===== src/hw/cfbu_pkg.sv =====
// =====================================================================
// Shared constants for the conditional flag branch unit.
package cfbu_pkg;
  // =====================================================================
  // Opcode upper-byte codes.
  localparam logic [7:0] CFBU_OP_CARRY_CLEAR    = 8'he3;
  localparam logic [7:0] CFBU_OP_NEGATIVE_SET   = 8'he6;
  localparam logic [7:0] CFBU_OP_NEGATIVE_CLEAR = 8'he7;
  // Field positions inside the 16-bit opcode.
  localparam int CFBU_OP_HI_LSB  = 8;
  localparam int CFBU_OFFSET_MSB = 7;
  // Byte step from one instruction word to the next.
  localparam int CFBU_WORD_BYTES = 2;
  // Reset values.
  localparam logic [1:0] CFBU_PHASE_RESET = 2'h0;
  // Phase numbers, zero based: phase one is code 0.
  localparam logic [1:0] CFBU_PH_DECODE  = 2'h0;
  localparam logic [1:0] CFBU_PH_LITERAL = 2'h1;
  localparam logic [1:0] CFBU_PH_PROCESS = 2'h2;
  localparam logic [1:0] CFBU_PH_WRITE   = 2'h3;
  // Instruction cycle states.
  typedef enum logic [0:0] {CFBU_EXEC, CFBU_IDLE} cfbu_state_t;
endpackage


===== src/hw/cfbu_core.sv =====
`timescale 1ns/1ps
// What this block does
// - opcode e3 branches when carry is zero.
// - opcode e7 branches when negative is zero.
// - opcode e6 branches when negative is one.
// - low byte is signed offset, doubled.
// - target is incremented address plus twice offset.
// - one cycle untaken, two cycles taken.
// - taken: decode, read, process, write, idle cycle.
// - untaken: three phases work, fourth does nothing.
module cfbu_core
  import cfbu_pkg::*;
#(
  parameter int PC_WIDTH = 21
) (
  // Clock and reset.
  input  wire logic                clk,
  input  wire logic                reset,
  // Instruction and state from fetch.
  input  wire logic                instr_valid,
  input  wire logic [15:0]         instr_word,
  input  wire logic [PC_WIDTH-1:0] pc_next,
  input  wire logic                carry_flag,
  input  wire logic                negative_flag,
  // Program counter control to fetch.
  output logic      [PC_WIDTH-1:0] pc_load_value,
  output logic                     pc_load,
  output logic                     flush_prefetch,
  output logic                     busy,
  output logic                     branch_done,
  output logic      [1:0]          phase
);
  // =====================================================================
  // Elaboration checks.
  if (PC_WIDTH < 10 || PC_WIDTH > 32) begin : g_bad_width
    $error("PC_WIDTH must lie between 10 and 32.");
  end

  // =====================================================================
  // Decode.
  cfbu_state_t                 state;
  cfbu_state_t                 next_state;
  logic        [1:0]           next_phase;
  logic        [15:0]          held_word;
  logic                        held_cond;
  logic        [PC_WIDTH-1:0]  target;

  // The opcode is latched in decode so a later change on the bus cannot
  // corrupt the branch halfway through its cycle.
  wire logic [7:0] op_hi        = held_word[15:CFBU_OP_HI_LSB];
  wire logic       is_carry_clr = (op_hi == CFBU_OP_CARRY_CLEAR);
  wire logic       is_neg_clr   = (op_hi == CFBU_OP_NEGATIVE_CLEAR);
  wire logic       is_neg_set   = (op_hi == CFBU_OP_NEGATIVE_SET);
  wire logic       is_branch    = is_carry_clr | is_neg_clr | is_neg_set;
  wire logic       cond_now     = (is_carry_clr & ~carry_flag)
                                | (is_neg_clr & ~negative_flag)
                                | (is_neg_set & negative_flag);
  // Sign extend and double the offset.
  wire logic [PC_WIDTH-1:0] offset2 =
    {{(PC_WIDTH-9){held_word[CFBU_OFFSET_MSB]}}, held_word[7:0], 1'b0};
  // Fetch has already stepped one word past the branch.
  wire logic [PC_WIDTH-1:0] next_target = pc_next + offset2;
  wire logic last_phase = (phase == CFBU_PH_WRITE);
  wire logic taken_end  = (state == CFBU_EXEC) && last_phase && held_cond;

  // Phase counter and cycle state.
  always_comb begin
    next_phase = phase + 2'h1;
    next_state = state;
    if (last_phase) begin
      next_state = taken_end ? CFBU_IDLE : CFBU_EXEC;
    end
  end

  // =====================================================================
  // Sequencing.
  always_ff @(posedge clk) begin
    if (reset) begin
      state          <= CFBU_EXEC;
      phase          <= CFBU_PHASE_RESET;
      held_word      <= 16'h0000;
      held_cond      <= 1'b0;
      target         <= '0;
      pc_load        <= 1'b0;
      pc_load_value  <= '0;
      flush_prefetch <= 1'b0;
      busy           <= 1'b0;
      branch_done    <= 1'b0;
    end else begin
      state <= next_state;
      phase <= next_phase;
      if (state == CFBU_EXEC && phase == CFBU_PH_DECODE) begin
        held_word <= instr_valid ? instr_word : 16'h0000;
      end
      // Flags are sampled in process so their latest value decides.
      if (state == CFBU_EXEC && phase == CFBU_PH_PROCESS) begin
        held_cond <= is_branch & cond_now;
        target    <= next_target;
      end
      // Untaken branches leave the counter alone in the fourth phase.
      pc_load        <= (state == CFBU_EXEC) && (phase == CFBU_PH_PROCESS)
                        && is_branch && cond_now;
      pc_load_value  <= next_target;
      flush_prefetch <= taken_end;
      busy           <= (next_state == CFBU_IDLE);
      branch_done    <= last_phase && ((state == CFBU_IDLE) ||
                        (is_branch && !held_cond));
    end
  end
endmodule


===== config.mk =====
export PLATFORM = sky130hd
export DESIGN_NAME = cfbu_core
export DESIGN_NICKNAME = d
export VERILOG_FILES = /design/src/hw/cfbu_pkg.sv /design/src/hw/cfbu_core.sv
export SDC_FILE = /design/constraint.sdc
export NUM_CORES = 1
export LEC_CHECK = 0
export ABC_AREA = 1
export BUFFER_PORTS_ARGS = -buffer_cell sky130_fd_sc_hd__buf_2
export CAP_MARGIN = 10
export CORE_ASPECT_RATIO = 1.2
export CORE_UTILIZATION = 48
export CTS_CLUSTER_SIZE = 12
export DETAILED_ROUTE_END_ITERATION = 16
export PLACE_DENSITY = 0.77
export SETUP_SLACK_MARGIN = 0.5
export SLEW_MARGIN = 20
export SYNTH_ARGS = -nofsm -noshare
export SYNTH_HDL_FRONTEND = slang
export SYNTH_SLANG_ARGS = --single-unit

===== constraint.sdc =====
create_clock -name clk -period 1.6 [get_ports clk]
set_input_delay 0.16 -clock clk [delete_from_list [all_inputs] [get_ports clk]]
set_output_delay 0.16 -clock clk [all_outputs]
set_load 0.02 [all_outputs]

==> results of run 1 <==
==> worst max-delay path, delay by kind of cell, from the launching register on <==
family	cells	cell delay (ps)
buffers and inverters	1	150
flip-flops	1	370
AO/OA/AOI/OAI	1	220
adder cells (fa/ha/maj)	1	310
AND/OR/NAND/NOR	7	590
==> final cells by class <==
class | count | area, um^2
clock buffer | 5 | 68.82
clock inverter | 3 | 42.54
fill | 271 | 868.3
inverter | 49 | 202.7
multi-input combinational | 285 | 2402
sequential | 44 | 905.9
tap | 62 | 77.57
timing repair buffer | 100 | 676.9
timing repair inverter | 1 | 16.27
==> metrics by stage <==
stage          utilization, %  area [um^2]  total power [uW]
6_report                83.50         4393              3315
2_1_floorplan               -         2918              1792
3_5_place_dp            63.57         3344              2029
3_3_place_gp            63.57         3344              2008
4_1_cts                 74.58         3924              3078
5_1_grt                 83.50         4393              3422
==> report_power, final <==
| part | leakage (uW) | switching [uW] | internal (uW) |
|---|---|---|---|
| Combinational | 0.00158 | 700 | 476 |
| Sequential | 0.000370 | 48.6 | 1180 |
| Clock | 0.0000558 | 446 | 464 |
| Total | 0.00200 | 1200 | 2120 |
==> placed cells by master (no fill, tap or decap), drive strengths merged <==
cell type,count
nand2,111
buf,100
a21oi,48
inv,47
dfxtp,44
nor2,39
nand3,35
ha,22
o21ai,10
clkbuf,5
nor3,4
clkinv,4
nand4,3
a211oi,2
o21bai,2
or2,2
xnor2,2
and2,1
o21a,1
clkinvlp,1
nor4,1
xor2,1
fa,1
bufinv,1
==> worst max path at each step <==
stage | endpoint | slack, ps | start
after floorplan | pc_load_value[20] | 120 | held_word[7]
final | pc_load_value[16] | -140 | held_word[7]
after global placement | pc_load_value[20] | -30 | held_word[7]
after CTS | pc_load_value[20] | 7 | held_word[7]
after global routing | pc_load_value[18] | -230 | held_word[7]
after detailed placement | pc_load_value[17] | -60 | held_word[7]
==> sequential cells by signal (all words and copies together), names as in the netlist <==
name            count
branch_done         1
phase               2
pc_load_value      21
held_cond           1
pc_load             1
held_word          16
flush_prefetch      1
state               1
==> cells by family (layout without fill, tap and decap cells) <==
group | Yosys count | after routing | synth area share (%)
compound gates | 63 | 63 | 12.51
xor+xnor | 3 | 3 | 1.003
fa+ha+maj | 23 | 23 | 11.27
buf+inv | 57 | 158 | 8.692
flops | 44 | 44 | 33.62
simple gates | 193 | 196 | 32.90
==> routing by layer <==
metal  share of wire (%)  track usage, %  routed length (um)
met1                  35           28.91                3465
met2                  55           51.02                5453
met3                 5.3           4.854                 533
met4                 5.1           16.14                 513
met5                   0               0                   0
==> what timing repair did <==
action                                  in CTS  in global routing
endpoints found under the hold margin        0                  0
endpoints found under the setup margin      36                 39
resized for setup                           69                 91
cloned                                       3                  1
pin swaps                                   33                 33
setup buffers                               18                  6
==> metrics.txt, run 1 <==
CORE AREA=0.005261 mm^2; Worst-Skew Late Latency=between 300 and 400 ps; die height=roughly 83 um; Final TNS setup=-531.1 ps; Initial Util=around half; DRT Pass-1 Iters=6; RePlAce Congestion=0.8685; Final Setup Violations=8; # DRC=0; I/O pins=69; register bit total from synthesis=44; Hold Crit Depth=3; final period utilization=108.7%; Overflow after GRT=0; hold_sp=pc_next[0]; via count=roughly 3,100; Die Wd=roughly 70 um; Clock transition at path regs=roughly 100 ps; synth cell count leaders=nand2_1 (100), inv_1 (49), a21oi_1 (48); cells along the critical path=buf_12 > ha_4 > nand2_2 > nand2_2 > nand2_1 > and2_4 > nor2_2 > nor2_2 > a21oi_1 > nor2_1; largest area contributor in the netlist=dfxtp_1; Pleak=roughly 0.002 uW; Crit Path Max Fanout=7; Netlist cell types=30; crit path launch type=flip-flop; YS warnings=0; slowest CP cell=dfxtp_4; relative slew slack=~55%; Max VDD drop=~0.72 mV; syn_area_per_cell=between 6 and 7 um^2; Worst Path Required=between 1500 and 2000 ps; Post-synth ARST share=0%; Cell Area, Synth=~0.0026 mm^2; max-slew violation count=0; R2R depth=10; Syn-to-layout area delta=67.67%; CTS root buf=clkbuf_8; routed vias/inst=approximately 5.7; R2R Path Start=held_word[7]; layout cells sized above 1=58.11%; min-delay worst type=input port to flip-flop; Post-synth EDFFs=0; skew final=about 11 ps; ranking of synthesized cells by area=dfxtp_1 (34%), nand2_1 (14%), ha_1 (11%); Hold-fix buffers, CTS=0; site row count=29; setup ws final=-138.7 ps; sequential element share of the synthesized area=between 30% and 40%; worst slew pin tran=about 670 ps; Post-Synthesis Cells=383; routed wire length=~10 mm; status=complete, but fails checks; Main synth FF type=dfxtp_1; clk sink count=44; pre-CTS WS=-60.12 ps; Worst Hold End=pc_load_value[0]; CP arrival=between 1500 and 2000 ps; FF-to-FF setup slack=-140 ps; CTS H-tree depth=2; crit end category=flip-flop; Power Dens Cells=around 750 mW/mm^2; pin count of the biggest net entering global routing=27; fin nets=about 550; Hold Fails Final Rpt=0; Critical R2R Capture=pc_load_value[16]; vias in the first global route=a little under 3,000; Clock Path Buffers=2; Largest stage delay, worst path=370 ps; Min Clock Period, post-route=approximately 1700 ps; first-pass GRT wire length=between 10 and 15 mm; post-route insts no fill=549; RSZ-0062 raised after global routing=true; hold slack=84.17 ps; die footprint=between 0.005 and 0.006 mm^2; DR iter-0 viols=between 200 and 250; critical path class=flip-flop to flip-flop; clock buffer count from CTS=5; Net Count, Synth=between 400 and 500; Total GRT Usage=around 28%; Port Buf Inserts=68; CTS tree=built; Max Cap Violations=0; Detailed Place HPWL=between 4 and 5 mm; placed cells=513; initial antenna violation count=0; count leader, synth=nand2_1; post-synth top area share=between 30% and 40%; Detail Route Antenna Nets=0; routed wire length per instance=18.15 um; Antenna Cells=0; failing checks=negative setup slack; Highest Clock Rate=0.5751 GHz
(Power assumes the default switching activity.)
==> run 2: changes to the inputs <==
--- a/config.mk
+++ b/config.mk
@@ -12,7 +12,9 @@
 export CORE_UTILIZATION = 48
 export CTS_CLUSTER_SIZE = 12
 export DETAILED_ROUTE_END_ITERATION = 16
+export GPL_TIMING_DRIVEN = 0
 export PLACE_DENSITY = 0.77
+export REMOVE_ABC_BUFFERS = 1
 export SETUP_SLACK_MARGIN = 0.5
 export SLEW_MARGIN = 20
 export SYNTH_ARGS = -nofsm -noshare
==> run 2 against run 1 <==
Effect of this change:
- register-to-register slack barely moved
- the flow still finishes with violations (negative setup slack)
- maximum frequency increased by 0.24%
- setup slack better by 4.1 ps
- combinational power down 9%
- sequential power about the same
==> metrics.txt, run 2 (synthesis gave the netlist of run 1 again) <==
Die Wd=69.45 um (unchanged); Max Cap Violations=0 (unchanged); Pleak=0.001907 uW (-4.9%); vias in the first global route=2,720 (-6.3%); RePlAce Congestion=0.9284 (+6.9%); CTS root buf=clkbuf_8; cells along the critical path=buf_4 > ha_4 > nand2_1 > nor2_2 > nand2_1 > nand3_4 > nand2_1 > a21oi_1 > nor2_1; Initial Util=49.80% (unchanged); crit-path leading delay family=simple AND/OR/NAND/NOR gates; CP arrival=1950 ps (about the same); # DRC=0 (unchanged); CTS tree=built; slowest CP cell=dfxtp_4; Highest Clock Rate=0.5765 GHz (+0.24%); Total GRT Usage=25.19% (-2.5 points); Largest stage delay, worst path=410 ps (+40 ps); Crit Path Max Fanout=8 (+1); Cell Int Power=2106 uW (-0.68%); final core occ=77.50% (-6.0 points); max reg flops=21 (unchanged); Overall Power=3191 uW (-3.7%); Worst-Skew Late Latency=310 ps (about the same); die height=82.93 um (unchanged); skew final=8.156 ps (-2.379 ps); fin nets=546 (-0.91%); Overflow after GRT=0 (unchanged); pre-CTS WS=-416.4 ps (-356.3 ps); layout cells sized above 1=49.59% (-8.5 points); pin count of the biggest net entering global routing=28 (+3.7%); CTS H-tree depth=2 (unchanged); initial antenna violation count=0 (unchanged); Power Dens Cells=782.5 mW/mm^2 (+3.7%); routed vias/inst=5.550 (-3.0%); GRT met2 Usage=46.25% (-4.8 points); clock buffer count from CTS=5 (unchanged); crit path launch type=flip-flop; combinational share of power=33.5% (-2.0 points); I/O pins=69 (unchanged); Max VDD drop=0.6497 mV (-9.5%); GRT Max-Usage Layer=met2; Hold Fails Final Rpt=0 (unchanged); met1 usage=27.31% (-1.6 points); R2R depth=9 (-1); Reg with most FFs=pc_load_value; stages on the worst setup path=9 (-1); M3 GR Usage=4.369% (-0.49 points); routed wire length per instance=16.11 um (-11%); relative slew slack=54.20% (-1.2 points); site row count=29 (unchanged); setup ws final=-134.6 ps (+4.103 ps); Clock power frac=28.3% (+0.8 points); max-slew violation count=0 (unchanged); routed wire length=8.763 mm (-12%); Placed Area=0.002994 mm^2 (-10%); final period utilization=108.4% (-0.26 points); Detail Route Antenna Nets=0 (unchanged); clk sink count=44 (unchanged); first-pass GRT wire length=11.79 mm (-7.9%); RSZ-0062 raised after global routing=true; Port Buf Inserts=68 (unchanged); Syn-to-layout area delta=55.64%; min-delay worst type=input port to flip-flop; crit end category=flip-flop; sw frac=34.01% (-2.0 points); Min Clock Period, post-route=1735 ps (-4.103 ps); DR iter-0 viols=242 (+19%); Antenna Cells=0 (unchanged); critical path class=flip-flop to flip-flop; Clock transition at path regs=90 ps (about the same); die footprint=0.005759 mm^2 (unchanged); Final TNS setup=-732.6 ps (-201.5 ps); Detailed Place HPWL=4.398 mm (-11%); Final Setup Violations=10 (+2); Hold-fix buffers, CTS=0 (unchanged); Clock Path Buffers=2 (unchanged); post-route cell area=0.004078 mm^2 (-7.2%); failing checks=negative setup slack; most common cell after layout, fill and taps aside=nand2_1; commonest non-fill, non-tap cells in the layout=nand2_1 (85), buf_2 (66), inv_1 (40); Seq pwr share=38.2% (+1.1 points); biggest regs=pc_load_value x21, held_word x16, phase x2; status=complete, but fails checks; CP most frequent cell=nand2_1; via count=3,019 (-3.9%); CORE AREA=0.005261 mm^2 (unchanged); crit path buf inv count=1 (unchanged); Worst Path Required=1810 ps (about the same); Switch Pwr=1085 uW (-9.2%); DRT Pass-1 Iters=6 (unchanged); Hold Crit Depth=3 (unchanged); worst slew pin tran=686.9 ps (+18.70 ps)
[run 2: changes by cell type in the layout (fill, tap and decap cells not counted), sizes merged]
cell	change
clkinvlp	+2
buf	-2
nand2	-3
inv	+1
clkbuf	+1
clkinv	-4
[run 2: layer usage]
metal  up-vias  part of all wire, %
li1       1436                    -
met1      1412                   37
met2       132                   54
met3        39                  5.3
met4         0                  4.5
met5         -                    0
[run 2: worst paths after layout]
check,startpoint,endpoint,slack (ps)
hold / removal,pc_next[0],pc_load_value[0],60
hold reg to reg,held_word[12],held_word[12],470
setup / recovery,held_word[7],pc_load_value[19],-130
setup reg to reg,held_word[7],pc_load_value[19],-130
[run 2: layout make-up]
class,instances,area (um^2)
timing repair buffer,99,660.6
multi-input combinational,282,2126
sequential,44,904.6
inverter,49,193.9
tap,62,77.57
clock inverter,3,46.29
clock buffer,5,68.82
fill,333,1184
[run 2: per-stage QoR]
stage / hold WS (ps) / instances
after floorplan: 226.7 / 375
after global placement: 362.1 / 505
after detailed placement: 375.4 / 505
after CTS: 61.39 / 534
after global routing: 75.39 / 544
final: 57.05 / 544
[run 2: power groups by stage]
stage,sequential (uW),clock [uW],combinational (uW)
after floorplan,1310,0,365
after global routing,1230,942,1140
after CTS,1220,896,859
after global placement,1240,0,633
after detailed placement,1240,0,645
final,1220,902,1070
[run 2: tightest hold or removal path: stages]
cell and delay (ps):
buf_2 70, inv_1 30, nor2_1 60
[run 2: repair_timing]
action,CTS,global route
buffers inserted,20,9
resized for setup,87,72
cloned,1,1
pin swaps,25,27
endpoints found under the setup margin,38,41
